==> config.mk <==
export PLATFORM = sky130hd
export DESIGN_NAME = tsm_slot_mapper
export DESIGN_NICKNAME = d
export VERILOG_FILES = /design/src/logic/tsm_pkg.sv /design/src/logic/tsm_entry_if.sv /design/src/logic/tsm_slot_mapper.sv /design/src/logic/tsm_entry_dec.sv
export SDC_FILE = /design/constraint.sdc
export NUM_CORES = 2
export LEC_CHECK = 0
export BUFFER_PORTS_ARGS = -buffer_cell sky130_fd_sc_hd__buf_2
export CAP_MARGIN = 30
export CORE_UTILIZATION = 53
export DETAILED_ROUTE_END_ITERATION = 10
export PLACE_DENSITY = 0.7
export SYNTH_ARGS = -nofsm -noshare
export SYNTH_HDL_FRONTEND = slang
export SYNTH_HIERARCHICAL = 1
export SYNTH_SLANG_ARGS = --single-unit
export TNS_END_PERCENT = 100
==> constraint.sdc <==
create_clock -name core_clk -period 7.6 [get_ports core_clk]
set_input_delay 1.9 -clock core_clk [delete_from_list [all_inputs] [get_ports core_clk]]
set_output_delay 1.9 -clock core_clk [all_outputs]
set_load 0.02 [all_outputs]
==> src/logic/tsm_pkg.sv <==
// ****************************************
// shared constants
// ****************************************
package tsm_pkg;
	// table geometry
	localparam int ENTRY_W     = 16;
	localparam int TABLE_DEPTH = 32;
	localparam int IDX_W       = 5;
	localparam int CHAN_W      = 5;
	localparam int SLOT_W      = 8;
	localparam int CNT_W       = 4;

	// entry field positions
	localparam int ENT_VALID_BIT   = 15;
	localparam int ENT_WRAP_BIT    = 14;
	localparam int ENT_MASK_HI_MSB = 13;
	localparam int ENT_MASK_HI_LSB = 12;
	localparam int ENT_LAST_BIT    = 11;
	localparam int ENT_CHAN_MSB    = 10;
	localparam int ENT_CHAN_LSB    = 6;
	localparam int ENT_MASK_LO_MSB = 5;
	localparam int ENT_MASK_LO_LSB = 0;

	// channel parameter addressing
	localparam int              PARAM_ADDR_W   = 11;
	localparam int              PARAM_LOW_ZERO = 6;
	localparam int              MEM_ADDR_W     = 14;
	localparam logic [13:0]     PARAM_BASE     = 14'h2400;
	localparam logic [13:0]     PARAM_LAST     = 14'h2bff;
	localparam logic [13:0]     FW_CODE_END    = 14'h0400;
	localparam logic [13:0]     DPRAM_LAST     = 14'h2fff;
	localparam logic [13:0]     FW_DATA_BYTES  = 14'h0100;
	localparam logic [13:0]     FW_DATA_START  = 14'(DPRAM_LAST - FW_DATA_BYTES + 14'h0001);

	// register bus map
	localparam int          ADDR_W           = 16;
	localparam logic [13:0] RISC_CONFIG_IDX  = 14'h09c4;
	localparam logic [13:0] RISC_TRAP1_IDX   = 14'h09cc;
	localparam logic [13:0] RISC_TRAP2_IDX   = 14'h09ce;
	localparam logic [13:0] RISC_TRAP3_IDX   = 14'h09d0;
	localparam logic [13:0] RISC_TRAP4_IDX   = 14'h09d2;
	localparam logic [15:0] RISC_CONFIG_ADDR = {RISC_CONFIG_IDX, 2'b00};
	localparam logic [15:0] RISC_TRAP1_ADDR  = {RISC_TRAP1_IDX, 2'b00};
	localparam logic [15:0] RISC_TRAP2_ADDR  = {RISC_TRAP2_IDX, 2'b00};
	localparam logic [15:0] RISC_TRAP3_ADDR  = {RISC_TRAP3_IDX, 2'b00};
	localparam logic [15:0] RISC_TRAP4_ADDR  = {RISC_TRAP4_IDX, 2'b00};
	localparam logic [15:0] RX_TABLE_ADDR    = 16'h0000;
	localparam logic [15:0] TX_TABLE_ADDR    = 16'h0080;
	localparam logic [15:0] TABLE_SPAN       = 16'h0080;
	localparam logic [15:0] SMODE_ADDR       = 16'h0100;
	localparam logic [15:0] STATUS_ADDR      = 16'h0104;
	localparam logic [15:0] BITCNT_ADDR      = 16'h0108;
	localparam int          WORD_LSB         = 2;

	// register values
	localparam int          CFG_EN_BIT    = 1;
	localparam logic [15:0] REG_RESET     = 16'h0000;
	localparam logic [1:0]  RESP_OKAY     = 2'b00;
	localparam logic [1:0]  RESP_SLVERR   = 2'b10;
	localparam logic [7:0]  SLOT_ALL_ONES = 8'hff;

	typedef enum logic [1:0] {RX_IDLE, RX_RUN} tsm_rx_state_t;
	typedef enum logic [1:0] {TX_IDLE, TX_ENTRY, TX_FETCH, TX_DONE} tsm_tx_state_t;
endpackage : tsm_pkg

==> src/logic/tsm_entry_if.sv <==
`timescale 1ns/10ps
// ****************************************
// decoded table entry
// ****************************************
interface tsm_entry_if;
	logic [15:0] entry;
	logic        valid;
	logic        wrap;
	logic        last;
	logic [4:0]  chan;
	logic [7:0]  mask;
	logic [13:0] param_addr;
	logic [3:0]  bit_cnt;

	modport dec  (input entry, output valid, wrap, last, chan, mask, param_addr, bit_cnt);
	modport user (output entry, input valid, wrap, last, chan, mask, param_addr, bit_cnt);
endinterface : tsm_entry_if

==> src/logic/tsm_slot_mapper.sv <==
`timescale 1ns/10ps
module tsm_slot_mapper (
	// clock and reset
	input  wire logic        core_clk,
	input  wire logic        reset_n,
	// axi4-lite slave
	input  wire logic [15:0] s_axi_awaddr,
	input  wire logic [2:0]  s_axi_awprot,
	input  wire logic        s_axi_awvalid,
	output logic             s_axi_awready,
	input  wire logic [31:0] s_axi_wdata,
	input  wire logic [3:0]  s_axi_wstrb,
	input  wire logic        s_axi_wvalid,
	output logic             s_axi_wready,
	output logic [1:0]       s_axi_bresp,
	output logic             s_axi_bvalid,
	input  wire logic        s_axi_bready,
	input  wire logic [15:0] s_axi_araddr,
	input  wire logic [2:0]  s_axi_arprot,
	input  wire logic        s_axi_arvalid,
	output logic             s_axi_arready,
	output logic [31:0]      s_axi_rdata,
	output logic [1:0]       s_axi_rresp,
	output logic             s_axi_rvalid,
	input  wire logic        s_axi_rready,
	// receive slots from the slot assigner
	input  wire logic        rx_slot_valid,
	input  wire logic        rx_slot_sync,
	input  wire logic [7:0]  rx_slot_data,
	output logic             rx_slot_ready,
	// receive channel writes
	output logic             ch_rx_valid,
	output logic [13:0]      ch_rx_addr,
	output logic [7:0]       ch_rx_data,
	output logic [7:0]       ch_rx_mask,
	output logic [3:0]       ch_rx_count,
	// transmit slots to the slot assigner
	input  wire logic        tx_req_valid,
	input  wire logic        tx_req_sync,
	output logic             tx_req_ready,
	output logic             tx_slot_valid,
	output logic [7:0]       tx_slot_data,
	// transmit channel fetch
	output logic             tx_fetch_valid,
	output logic [13:0]      tx_fetch_addr,
	output logic [7:0]       tx_fetch_mask,
	input  wire logic        tx_fetch_ack,
	input  wire logic [7:0]  tx_fetch_data
);
	// ****************************************
	// declarations
	// ****************************************
	logic [15:0] rx_tab [tsm_pkg::TABLE_DEPTH];
	logic [15:0] tx_tab [tsm_pkg::TABLE_DEPTH];
	logic [15:0] cfg_reg, cfg_next, trap1_reg, trap1_next, trap2_reg, trap2_next;
	logic [15:0] trap3_reg, trap3_next, trap4_reg, trap4_next, smode_reg, smode_next;
	logic        aw_got_reg, aw_got_next, w_got_reg, w_got_next;
	logic [15:0] aw_addr_reg, aw_addr_next, w_data_reg, w_data_next;
	logic [1:0]  w_strb_reg, w_strb_next, bresp_reg, bresp_next, rresp_reg, rresp_next;
	logic        bvalid_reg, bvalid_next, rvalid_reg, rvalid_next;
	logic [15:0] rdata_reg, rdata_next, status;
	logic        commit, wr_rx_tab, wr_tx_tab, cfg_en;
	logic [4:0]  wr_idx;
	tsm_pkg::tsm_rx_state_t rx_state_reg, rx_state_next;
	tsm_pkg::tsm_tx_state_t tx_state_reg, tx_state_next;
	logic [4:0]  rx_idx_reg, rx_idx_next, tx_idx_reg, tx_idx_next;
	logic        rx_wait_reg, rx_wait_next, tx_wait_reg, tx_wait_next;
	logic [7:0]  rx_byte_reg, rx_byte_next;
	logic        chv_reg, chv_next;
	logic [13:0] cha_reg, cha_next, txa_reg, txa_next;
	logic [7:0]  chd_reg, chd_next, chm_reg, chm_next;
	logic [3:0]  chc_reg, chc_next;
	logic [15:0] bits_reg, bits_next;
	logic [7:0]  acc_reg, acc_next, txm_reg, txm_next, hit_reg, hit_next;
	logic        tx_adv;

	tsm_entry_if rx_ent ();
	tsm_entry_if tx_ent ();

	tsm_entry_dec u_rx_dec (.ent(rx_ent.dec));
	tsm_entry_dec u_tx_dec (.ent(tx_ent.dec));

	assign rx_ent.entry = rx_tab[rx_idx_reg];
	assign tx_ent.entry = tx_tab[tx_idx_reg];
	assign cfg_en       = cfg_reg[tsm_pkg::CFG_EN_BIT];

	function automatic logic [15:0] merge(input logic [15:0] old, input logic [15:0] nw,
		input logic [1:0] strb);
		merge = {strb[1] ? nw[15:8] : old[15:8], strb[0] ? nw[7:0] : old[7:0]};
	endfunction : merge

	// ****************************************
	// axi4-lite slave
	// ****************************************
	assign s_axi_awready = !aw_got_reg;
	assign s_axi_wready  = !w_got_reg;
	assign s_axi_arready = !rvalid_reg;
	assign s_axi_bvalid  = bvalid_reg;
	assign s_axi_bresp   = bresp_reg;
	assign s_axi_rvalid  = rvalid_reg;
	assign s_axi_rresp   = rresp_reg;
	assign s_axi_rdata   = {16'h0000, rdata_reg};
	assign commit        = aw_got_reg && w_got_reg && !bvalid_reg;
	assign wr_idx        = aw_addr_reg[tsm_pkg::WORD_LSB +: tsm_pkg::IDX_W];
	assign status = {2'b00, tx_state_reg != tsm_pkg::TX_IDLE, rx_state_reg != tsm_pkg::RX_IDLE,
		tx_wait_reg, rx_wait_reg, tx_idx_reg, rx_idx_reg};

	always_comb begin
		aw_got_next = aw_got_reg;
		aw_addr_next = aw_addr_reg;
		w_got_next = w_got_reg;
		w_data_next = w_data_reg;
		w_strb_next = w_strb_reg;
		bvalid_next = bvalid_reg && !s_axi_bready;
		bresp_next = bresp_reg;
		rvalid_next = rvalid_reg && !s_axi_rready;
		rresp_next = rresp_reg;
		rdata_next = rdata_reg;
		cfg_next = cfg_reg;
		trap1_next = trap1_reg;
		trap2_next = trap2_reg;
		trap3_next = trap3_reg;
		trap4_next = trap4_reg;
		smode_next = smode_reg;
		wr_rx_tab = 1'b0;
		wr_tx_tab = 1'b0;
		if (s_axi_awvalid && !aw_got_reg) begin
			aw_got_next = 1'b1;
			aw_addr_next = s_axi_awaddr;
		end
		if (s_axi_wvalid && !w_got_reg) begin
			w_got_next = 1'b1;
			w_data_next = s_axi_wdata[15:0];
			w_strb_next = s_axi_wstrb[1:0];
		end
		if (commit) begin
			aw_got_next = 1'b0;
			w_got_next = 1'b0;
			bvalid_next = 1'b1;
			bresp_next = tsm_pkg::RESP_OKAY;
			if (aw_addr_reg < tsm_pkg::TX_TABLE_ADDR) begin
				wr_rx_tab = 1'b1;
			end else if (aw_addr_reg < 16'(tsm_pkg::TX_TABLE_ADDR + tsm_pkg::TABLE_SPAN)) begin
				wr_tx_tab = 1'b1;
			end else if (aw_addr_reg == tsm_pkg::SMODE_ADDR) begin
				smode_next = merge(smode_reg, w_data_reg, w_strb_reg);
			end else if (aw_addr_reg == tsm_pkg::RISC_CONFIG_ADDR) begin
				cfg_next = merge(cfg_reg, w_data_reg, w_strb_reg);
			end else if (aw_addr_reg == tsm_pkg::RISC_TRAP1_ADDR) begin
				trap1_next = merge(trap1_reg, w_data_reg, w_strb_reg);
			end else if (aw_addr_reg == tsm_pkg::RISC_TRAP2_ADDR) begin
				trap2_next = merge(trap2_reg, w_data_reg, w_strb_reg);
			end else if (aw_addr_reg == tsm_pkg::RISC_TRAP3_ADDR) begin
				trap3_next = merge(trap3_reg, w_data_reg, w_strb_reg);
			end else if (aw_addr_reg == tsm_pkg::RISC_TRAP4_ADDR) begin
				trap4_next = merge(trap4_reg, w_data_reg, w_strb_reg);
			end else if (aw_addr_reg != tsm_pkg::STATUS_ADDR && aw_addr_reg != tsm_pkg::BITCNT_ADDR) begin
				bresp_next = tsm_pkg::RESP_SLVERR;
			end
		end
		if (s_axi_arvalid && !rvalid_reg) begin
			rvalid_next = 1'b1;
			rresp_next = tsm_pkg::RESP_OKAY;
			if (s_axi_araddr < tsm_pkg::TX_TABLE_ADDR) begin
				rdata_next = rx_tab[s_axi_araddr[tsm_pkg::WORD_LSB +: tsm_pkg::IDX_W]];
			end else if (s_axi_araddr < 16'(tsm_pkg::TX_TABLE_ADDR + tsm_pkg::TABLE_SPAN)) begin
				rdata_next = tx_tab[s_axi_araddr[tsm_pkg::WORD_LSB +: tsm_pkg::IDX_W]];
			end else if (s_axi_araddr == tsm_pkg::SMODE_ADDR) begin
				rdata_next = smode_reg;
			end else if (s_axi_araddr == tsm_pkg::STATUS_ADDR) begin
				rdata_next = status;
			end else if (s_axi_araddr == tsm_pkg::BITCNT_ADDR) begin
				rdata_next = bits_reg;
			end else if (s_axi_araddr == tsm_pkg::RISC_CONFIG_ADDR) begin
				rdata_next = cfg_reg;
			end else if (s_axi_araddr == tsm_pkg::RISC_TRAP1_ADDR) begin
				rdata_next = trap1_reg;
			end else if (s_axi_araddr == tsm_pkg::RISC_TRAP2_ADDR) begin
				rdata_next = trap2_reg;
			end else if (s_axi_araddr == tsm_pkg::RISC_TRAP3_ADDR) begin
				rdata_next = trap3_reg;
			end else if (s_axi_araddr == tsm_pkg::RISC_TRAP4_ADDR) begin
				rdata_next = trap4_reg;
			end else begin
				rdata_next = tsm_pkg::REG_RESET;
				rresp_next = tsm_pkg::RESP_SLVERR;
			end
		end
	end

	always_ff @(posedge core_clk or negedge reset_n) begin
		if (!reset_n) begin
			aw_got_reg <= 1'b0;
			aw_addr_reg <= tsm_pkg::REG_RESET;
			w_got_reg <= 1'b0;
			w_data_reg <= tsm_pkg::REG_RESET;
			w_strb_reg <= 2'h0;
			bvalid_reg <= 1'b0;
			bresp_reg <= tsm_pkg::RESP_OKAY;
			rvalid_reg <= 1'b0;
			rresp_reg <= tsm_pkg::RESP_OKAY;
			rdata_reg <= tsm_pkg::REG_RESET;
			cfg_reg <= tsm_pkg::REG_RESET;
			trap1_reg <= tsm_pkg::REG_RESET;
			trap2_reg <= tsm_pkg::REG_RESET;
			trap3_reg <= tsm_pkg::REG_RESET;
			trap4_reg <= tsm_pkg::REG_RESET;
			smode_reg <= tsm_pkg::REG_RESET;
		end else begin
			aw_got_reg <= aw_got_next;
			aw_addr_reg <= aw_addr_next;
			w_got_reg <= w_got_next;
			w_data_reg <= w_data_next;
			w_strb_reg <= w_strb_next;
			bvalid_reg <= bvalid_next;
			bresp_reg <= bresp_next;
			rvalid_reg <= rvalid_next;
			rresp_reg <= rresp_next;
			rdata_reg <= rdata_next;
			cfg_reg <= cfg_next;
			trap1_reg <= trap1_next;
			trap2_reg <= trap2_next;
			trap3_reg <= trap3_next;
			trap4_reg <= trap4_next;
			smode_reg <= smode_next;
		end
	end

	// tables: byte lanes merge over the stored entry
	always_ff @(posedge core_clk) begin
		if (wr_rx_tab) begin
			rx_tab[wr_idx] <= merge(rx_tab[wr_idx], w_data_reg, w_strb_reg);
		end
		if (wr_tx_tab) begin
			tx_tab[wr_idx] <= merge(tx_tab[wr_idx], w_data_reg, w_strb_reg);
		end
	end

	// ****************************************
	// receive engine
	// ****************************************
	assign rx_slot_ready = rx_state_reg == tsm_pkg::RX_IDLE;
	assign ch_rx_valid   = chv_reg;
	assign ch_rx_addr    = cha_reg;
	assign ch_rx_data    = chd_reg;
	assign ch_rx_mask    = chm_reg;
	assign ch_rx_count   = chc_reg;

	always_comb begin
		rx_state_next = rx_state_reg;
		rx_idx_next = rx_idx_reg;
		rx_wait_next = rx_wait_reg;
		rx_byte_next = rx_byte_reg;
		chv_next = 1'b0;
		cha_next = cha_reg;
		chd_next = chd_reg;
		chm_next = chm_reg;
		chc_next = chc_reg;
		bits_next = bits_reg;
		case (rx_state_reg)
			tsm_pkg::RX_IDLE: begin
				if (rx_slot_valid && cfg_en) begin
					if (rx_slot_sync) begin
						rx_idx_next = '0;
						rx_wait_next = 1'b0;
						rx_byte_next = rx_slot_data;
						rx_state_next = tsm_pkg::RX_RUN;
					end else if (!rx_wait_reg) begin
						rx_byte_next = rx_slot_data;
						rx_state_next = tsm_pkg::RX_RUN;
					end
				end
			end
			tsm_pkg::RX_RUN: begin
				if (rx_ent.valid) begin
					chv_next = 1'b1;
					cha_next = rx_ent.param_addr;
					chd_next = rx_byte_reg & rx_ent.mask;
					chm_next = rx_ent.mask;
					chc_next = rx_ent.bit_cnt;
					bits_next = 16'(bits_reg + {12'h000, rx_ent.bit_cnt});
				end
				if (rx_ent.wrap) begin
					rx_idx_next = '0;
					rx_wait_next = 1'b1;
					rx_state_next = tsm_pkg::RX_IDLE;
				end else begin
					rx_idx_next = 5'(rx_idx_reg + 5'h01);
					if (rx_ent.last) begin
						rx_state_next = tsm_pkg::RX_IDLE;
					end
				end
			end
			default: rx_state_next = tsm_pkg::RX_IDLE;
		endcase
	end

	always_ff @(posedge core_clk or negedge reset_n) begin
		if (!reset_n) begin
			rx_state_reg <= tsm_pkg::RX_IDLE;
			rx_idx_reg <= '0;
			rx_wait_reg <= 1'b1;
			rx_byte_reg <= 8'h00;
			chv_reg <= 1'b0;
			cha_reg <= tsm_pkg::PARAM_BASE;
			chd_reg <= 8'h00;
			chm_reg <= 8'h00;
			chc_reg <= 4'h0;
			bits_reg <= tsm_pkg::REG_RESET;
		end else begin
			rx_state_reg <= rx_state_next;
			rx_idx_reg <= rx_idx_next;
			rx_wait_reg <= rx_wait_next;
			rx_byte_reg <= rx_byte_next;
			chv_reg <= chv_next;
			cha_reg <= cha_next;
			chd_reg <= chd_next;
			chm_reg <= chm_next;
			chc_reg <= chc_next;
			bits_reg <= bits_next;
		end
	end

	// ****************************************
	// transmit engine
	// ****************************************
	assign tx_req_ready   = tx_state_reg == tsm_pkg::TX_IDLE;
	assign tx_slot_valid  = tx_state_reg == tsm_pkg::TX_DONE;
	assign tx_slot_data   = acc_reg;
	assign tx_fetch_valid = tx_state_reg == tsm_pkg::TX_FETCH;
	assign tx_fetch_addr  = txa_reg;
	assign tx_fetch_mask  = txm_reg;
	assign tx_adv = (tx_state_reg == tsm_pkg::TX_ENTRY && !tx_ent.valid) ||
		(tx_state_reg == tsm_pkg::TX_FETCH && tx_fetch_ack);

	always_comb begin
		tx_state_next = tx_state_reg;
		tx_idx_next = tx_idx_reg;
		tx_wait_next = tx_wait_reg;
		acc_next = acc_reg;
		txa_next = txa_reg;
		txm_next = txm_reg;
		hit_next = hit_reg;
		case (tx_state_reg)
			tsm_pkg::TX_IDLE: begin
				if (tx_req_valid) begin
					acc_next = tsm_pkg::SLOT_ALL_ONES;
					hit_next = 8'h00;
					tx_state_next = tsm_pkg::TX_DONE;
					if (cfg_en && tx_req_sync) begin
						tx_idx_next = '0;
						tx_wait_next = 1'b0;
						tx_state_next = tsm_pkg::TX_ENTRY;
					end else if (cfg_en && !tx_wait_reg) begin
						tx_state_next = tsm_pkg::TX_ENTRY;
					end
				end
			end
			tsm_pkg::TX_ENTRY: begin
				if (tx_ent.valid) begin
					txa_next = tx_ent.param_addr;
					txm_next = tx_ent.mask;
					tx_state_next = tsm_pkg::TX_FETCH;
				end
			end
			tsm_pkg::TX_FETCH: begin
				if (tx_fetch_ack) begin
					acc_next = (acc_reg & ~txm_reg) | (tx_fetch_data & txm_reg);
					hit_next = hit_reg | txm_reg;
				end
			end
			default: tx_state_next = tsm_pkg::TX_IDLE;
		endcase
		if (tx_adv) begin
			if (tx_ent.wrap) begin
				tx_idx_next = '0;
				tx_wait_next = 1'b1;
				tx_state_next = tsm_pkg::TX_DONE;
			end else begin
				tx_idx_next = 5'(tx_idx_reg + 5'h01);
				tx_state_next = tx_ent.last ? tsm_pkg::TX_DONE : tsm_pkg::TX_ENTRY;
			end
		end
	end

	always_ff @(posedge core_clk or negedge reset_n) begin
		if (!reset_n) begin
			tx_state_reg <= tsm_pkg::TX_IDLE;
			tx_idx_reg <= '0;
			tx_wait_reg <= 1'b1;
			acc_reg <= tsm_pkg::SLOT_ALL_ONES;
			txa_reg <= tsm_pkg::PARAM_BASE;
			txm_reg <= 8'h00;
			hit_reg <= 8'h00;
		end else begin
			tx_state_reg <= tx_state_next;
			tx_idx_reg <= tx_idx_next;
			tx_wait_reg <= tx_wait_next;
			acc_reg <= acc_next;
			txa_reg <= txa_next;
			txm_reg <= txm_next;
			hit_reg <= hit_next;
		end
	end
endmodule : tsm_slot_mapper

==> src/logic/tsm_entry_dec.sv <==
`timescale 1ns/10ps
// ****************************************
// table entry decoder
// ****************************************
module tsm_entry_dec (
	// entry in, fields out
	tsm_entry_if.dec ent
);
	logic [10:0] ptr;

	assign ent.valid = ent.entry[tsm_pkg::ENT_VALID_BIT];
	assign ent.wrap  = ent.entry[tsm_pkg::ENT_WRAP_BIT];
	assign ent.last  = ent.entry[tsm_pkg::ENT_LAST_BIT];
	assign ent.chan  = ent.entry[tsm_pkg::ENT_CHAN_MSB:tsm_pkg::ENT_CHAN_LSB];
	assign ent.mask  = {ent.entry[tsm_pkg::ENT_MASK_HI_MSB:tsm_pkg::ENT_MASK_HI_LSB],
		ent.entry[tsm_pkg::ENT_MASK_LO_MSB:tsm_pkg::ENT_MASK_LO_LSB]};
	// selector on top, low bits forced to zero
	assign ptr = {ent.chan, {tsm_pkg::PARAM_LOW_ZERO{1'b0}}};
	assign ent.param_addr = 14'(tsm_pkg::PARAM_BASE + {3'h0, ptr});
	assign ent.bit_cnt = 4'($countones(ent.mask));
endmodule : tsm_entry_dec

After elaboration in Yosys (flattened, before gate mapping). Memory sizes are Yosys's and may differ from the RTL's. Cells that the tools add are included.

$add $sub $neg: 12. Order comparisons: 4. Equal/unequal tests: 35. Muxes and demuxes: 87. Bitwise operators: 12. Reductions and logical operators: 58.

Operators with widths (number): $eq A16 B14 Y1 const B (10); $mux W16 (10); $eq A16 B9 Y1 const B (4); $mux W8 (8); $mux W2 (31); $mux W5 (8); $lt A16 B8 Y1 const B (2); $lt A16 B9 Y1 const B (2); $ne A16 B9 Y1 const B (2); $add A14 B11 Y14 const A (2); $mux W1 (25); $and A8 B8 Y8 (3); $reduce_and A10 Y1 (2); $reduce_and A3 Y1 (6); $reduce_and A9 Y1 (2); $reduce_bool A2 Y1 (9); $add A16 B4 Y16 (1); $pmux W8 S2 (1); $reduce_and A8 Y1 (2); $reduce_and A7 Y1 (2); $logic_and A1 B1 Y1 (13); $add A4 B4 Y4 (3); $reduce_and A2 Y1 (6); $reduce_and A6 Y1 (2); 21 further kinds (52).

Bits in registers: 259. Bits in writable memories: 1024. Input port bits: 102. Output and inout port bits: 110. Word-level logic and storage cells: 248. Memories kept: 2.

Memories: rx_tab (depth 32, bits a word 16, rd ports 2, clocked after Yosys merged registers in 0, write ports 1, line tsm_slot_mapper.sv:53) `logic [15:0] rx_tab [tsm_pkg::TABLE_DEPTH];`; tx_tab (depth 32, bits a word 16, rd ports 2, clocked after Yosys merged registers in 0, write ports 1, line tsm_slot_mapper.sv:54) `logic [15:0] tx_tab [tsm_pkg::TABLE_DEPTH];`.

Logic depth before layout (Yosys ltp).
Word-level depth: 11. Mapped depth: 22. Gate-level depth less buffers: 19.

Cells and area by module. The synthesis kept the hierarchy.

By module, submodules not included: tsm_slot_mapper (instances 1, cells each 3465, area each 59463.3 um^2, seq. area each 37173.2 um^2); tsm_entry_dec (instances 2, cells each 55, area each 432.9 um^2, seq. area each 0.0 um^2).

Worst setup path before layout. OpenSTA, ideal clock, no wires.

Path kind: reg-to-reg. From: register rx_idx_reg[0]. To: register bits_reg[12]. Library setup time: 0.079 ns. Arrival: 5.478 ns. Required time: 7.521 ns. Path slack: 2.043 ns. Cell stages (with the launch flop): 21. Buffers on the path: 3. Period minus slack after synthesis: 5.557 ns. Path through: dfrtp_1 clkbuf_1 buf_2 buf_1 mux4_2 mux4_2 mux2_2 fa_1 ha_1 ha_1 inv_1 fa_1 inv_1 inv_1 fa_1 inv_1 a21o_1 a21oi_1 or2_2 nor3_1 xor2_1.

Cells in the longest elaborated chain, start to end: 5. Elaborated cells on any way between the ends: 10. Those cells by class: add/sub (8); reduce/logical (1); memory (1).

Ends and longest elaborated chain: start, declared (line tsm_slot_mapper.sv:66) `logic [4:0] rx_idx_reg, rx_idx_next, tx_idx_reg, tx_idx_next;`; start signal, assigned (line tsm_slot_mapper.sv:312) `rx_idx_reg <= rx_idx_next;`; $mem_v2 Z32 W16; named net rx_ent.entry[4] (line tsm_entry_if.sv:6) `logic [15:0] entry;`; $add A1 B1 Y2 (implied by the code) (line tsm_entry_dec.sv:20) `assign ent.bit_cnt = 4'($countones(ent.mask));`; $add A4 B4 Y4 (implied by the code) (2 in a row) (line tsm_entry_dec.sv:20); named net rx_ent.bit_cnt[1] (line tsm_entry_if.sv:13) `logic [3:0] bit_cnt;`; $add A16 B4 Y16 (line tsm_slot_mapper.sv:281) `bits_next = 16'(bits_reg + {12'h000, rx_ent.bit_cnt});`; end signal, assigned (line tsm_slot_mapper.sv:309) `bits_reg <= tsm_pkg::REG_RESET;`; end signal, assigned (line tsm_slot_mapper.sv:320) `bits_reg <= bits_next;`; end, declared (line tsm_slot_mapper.sv:73) `logic [15:0] bits_reg, bits_next;`.

The timed path passes the listed nets, and every way through them passes these cells. A chain may end at the register's enable or synchronous reset.

Worst setup path after layout. Same ends and word-level chain as after synthesis.

==> results.rst <==
.. list-table::
   :header-rows: 1

   * - Metric
     - Value
   * - Outcome
     - complete, but fails checks
   * - Violated checks
     - DRC
   * - Power per cell area
     - 288.6 nW/um2
   * - Clock power frac
     - 34.1%
   * - RSZ-0062 raised after global routing
     - false
   * - Detailed-route wire length per cell
     - 33.48 um
   * - Warning count from the yosys run
     - 6
   * - Crit end category
     - flip-flop
   * - Clock tree skew after final layout
     - 31.86 ps
   * - Remaining Overflow, GRT
     - 0
   * - Drt first-iter violations
     - 5,622
   * - Count of port buffers added during placement
     - 169
   * - Critical path's top delay family
     - adder cells
   * - Switching portion of total power
     - 29.48%
   * - Number of nets still failing antenna checks after routing
     - 0
   * - Placement Rows
     - 123
   * - Largest driver fanout on the critical path
     - 33
   * - Layout cells sized above 1
     - 34.40%
   * - Worst Hold Class
     - reg2reg
   * - Switching component of the power
     - 5.717 mW
   * - Buffers plus inverters on the worst setup path
     - 5
   * - Required time worst endpoint
     - 8290 ps
   * - TritonCTS Sinks
     - 1,280
   * - Category of the critical setup timing path
     - reg2reg
   * - Fmax
     - 0.1698 GHz
   * - Number of violations of the max-capacitance limit
     - 0
   * - Total cell area at the placement stage
     - 62,710 um2
   * - Vias after detailed routing
     - 36,960
   * - Routed WL
     - 178.6 mm
   * - Most Crowded Layer GR
     - met2
   * - Final Instance Count excl. Fillers
     - 5,335
   * - Initial cell density of the core
     - 53.45%
   * - Cts repair resizes
     - 0
   * - Static Leak
     - 22.96 nW
   * - Proportion of power drawn by combinational gates
     - 19.7%
   * - Number of antenna violations at the first check in global routing
     - 7
   * - Post-synthesis instance total
     - 3,542
   * - Final hold violation count
     - 0
   * - # DRC
     - 4
   * - Number of global-route vias before repair
     - 35,840
   * - Detailed-router iteration count before antenna repair
     - 11
   * - Kind of start point of the critical path
     - flip-flop
   * - Synthesized area per cell
     - 16.95 um2
   * - Post-Place Worst Slack
     - 1676 ps
   * - Floorplan Core Area
     - 112,300 um2
   * - TritonCTS clock tree
     - done
   * - Pwr Total
     - 19.39 mW
   * - HPWL after detailed placement
     - 116.3 mm
   * - Total internal power
     - 13.68 mW
   * - Number of CTS-inserted buffers
     - 138
   * - CTS root buf
     - clkbuf_16
   * - Highest-delay cell along the critical path
     - dfrtp_4
   * - Largest net degree at the start of global routing
     - 121
   * - Die W
     - 338.6 um
   * - Sum of negative setup slack
     - 0 ps
   * - Part of the cycle the worst path needs
     - 77.49%
   * - Post-CTS Setup Bufs
     - 0
   * - Global routing usage on met2
     - 45.79%
   * - Post-CTS Hold Buffers
     - 0
   * - Most common cell type on the critical path
     - inv_1
   * - Slew Viols, Final
     - 0
   * - Slew Limit Headroom
     - 20.99%
   * - Number of nets in the layout
     - 3,843
   * - Global-route wire length before repair
     - 256.0 mm
   * - Registers with the most flip-flops
     - rx_tab (512), tx_tab (512)
   * - Clock Tree Buf Depth
     - 3
   * - Worst endpoint data arrival time
     - 6570 ps
   * - Die area
     - 114,700 um2
   * - Total instance count after detailed placement
     - 5,075
   * - Total global routing track utilization
     - 31.29%
   * - Combined area of all synthesized cells
     - 60,050 um2
   * - Met1 global-route usage
     - 44.08%
   * - Setup violations, final
     - 0
   * - Insertion delay of the later-clocked pin in the worst-skew pair
     - 770 ps
   * - Post-route cell area
     - 67,200 um2
   * - Synth-to-Final Area Change
     - 11.91%
   * - Hold slack final
     - 474.3 ps
   * - Fin util
     - 59.82%
   * - Met3 Resource Use GR
     - 9.404%
   * - Final RePlAce weighted congestion
     - 0.9495
   * - Sequential power share
     - 46.2%
   * - Vias per std cell
     - 6.929
   * - Number of placed I/O pins
     - 212
   * - Transition at the pin with the smallest max-transition slack
     - 1155 ps
   * - Cell chain of the critical path
     - buf_12 -> mux4_2 -> mux4_2 -> mux2_2 -> fa_1 -> ha_1 -> ha_1 -> inv_1 -> fa_1 -> inv_1 -> inv_1 -> fa_1 -> inv_1 -> a21o_1 -> a21oi_1 -> or2_2 -> nor3_1 -> xor2_1
   * - Final min period
     - 5890 ps
   * - Clock-pin slew of the registers on the worst-case setup and hold paths
     - 60 ps
   * - Die Ht
     - 338.6 um
   * - Worst VDD drop
     - 261.1 uV
   * - Slowest stage delay, CP
     - 900 ps
   * - Final setup slack of the worst path
     - 1710 ps
   * - Number of H-tree levels
     - 4
==> worst reg2reg max path, cell delays in order (launching register included) <==
cell     delay (ps)
dfrtp_4         900
buf_12          350
mux4_2          580
mux4_2          500
mux2_2          410
fa_1            470
ha_1            190
ha_1            300
inv_1            70
fa_1            480
inv_1            80
inv_1            70
fa_1            420
inv_1            70
a21o_1          110
a21oi_1         100
or2_2           340
nor3_1          230
xor2_1          150
==> cell type report <==
class	instances	area, um2
Tap cell	1500	1877
Sequential cell	1280	37210
Fill cell	8276	45140
Clock buffer	187	3897
Clock inverter	63	521.8
Antenna cell	1	2.502
Multi-Input combinational cell	1945	21330
Inverter	28	105.1
Timing Repair Buffer	331	2258
==> power groups by stage <==
stage | Combinational (mW) | Sequential, mW | Clock, mW
final | 3.81 | 8.96 | 6.62
after global placement | 3.66 | 9.08 | 0
after global routing | 3.97 | 8.98 | 6.96
after CTS | 3.74 | 8.95 | 6.68
after floorplan | 1.81 | 9.51 | 0
after detailed placement | 3.73 | 9.09 | 0
==> metal layers <==
layer	vias up	wire length [um]
li1	14720	-
met1	19150	68050
met2	2645	79340
met3	443	23130
met4	6	8058
met5	-	41
==> cell usage in the layout, fill, tap and decap left out, drive strengths merged, types with 9 or more instances in the layout <==
master,instances
mux4,488
edfxtp,1024
inv,35
dfstp,14
o2111ai,11
a211oi,25
o21ai,84
a21o,21
buf,330
nor2,182
mux2,235
a221oi,9
a22o,12
o211ai,10
mux2i,149
nand3,47
o221ai,41
nor2b,19
conb,34
clkbuf,188
a21oi,85
o22ai,40
dfrtp,242
nand4,17
xor2,11
clkinv,46
nor3,11
nand2b,9
nand2,202
a31oi,17
a22oi,50
nor4,14
ha,13
==> worst paths after layout <==
path,startpoint,end,slack [ps],cells past startpoint
hold / removal,ch_rx_count[1],ch_rx_count[1],470,2
max in group asynchronous,reset_n,w_data_reg[15],5020,2
hold reg to reg,ch_rx_count[1],ch_rx_count[1],470,2
setup / recovery,rx_idx_reg[0],bits_reg[12],1710,18
setup reg to reg,rx_idx_reg[0],bits_reg[12],1710,18
min in group asynchronous,reset_n,tx_fetch_addr[0],1170,1
(Power assumes the default switching activity.)
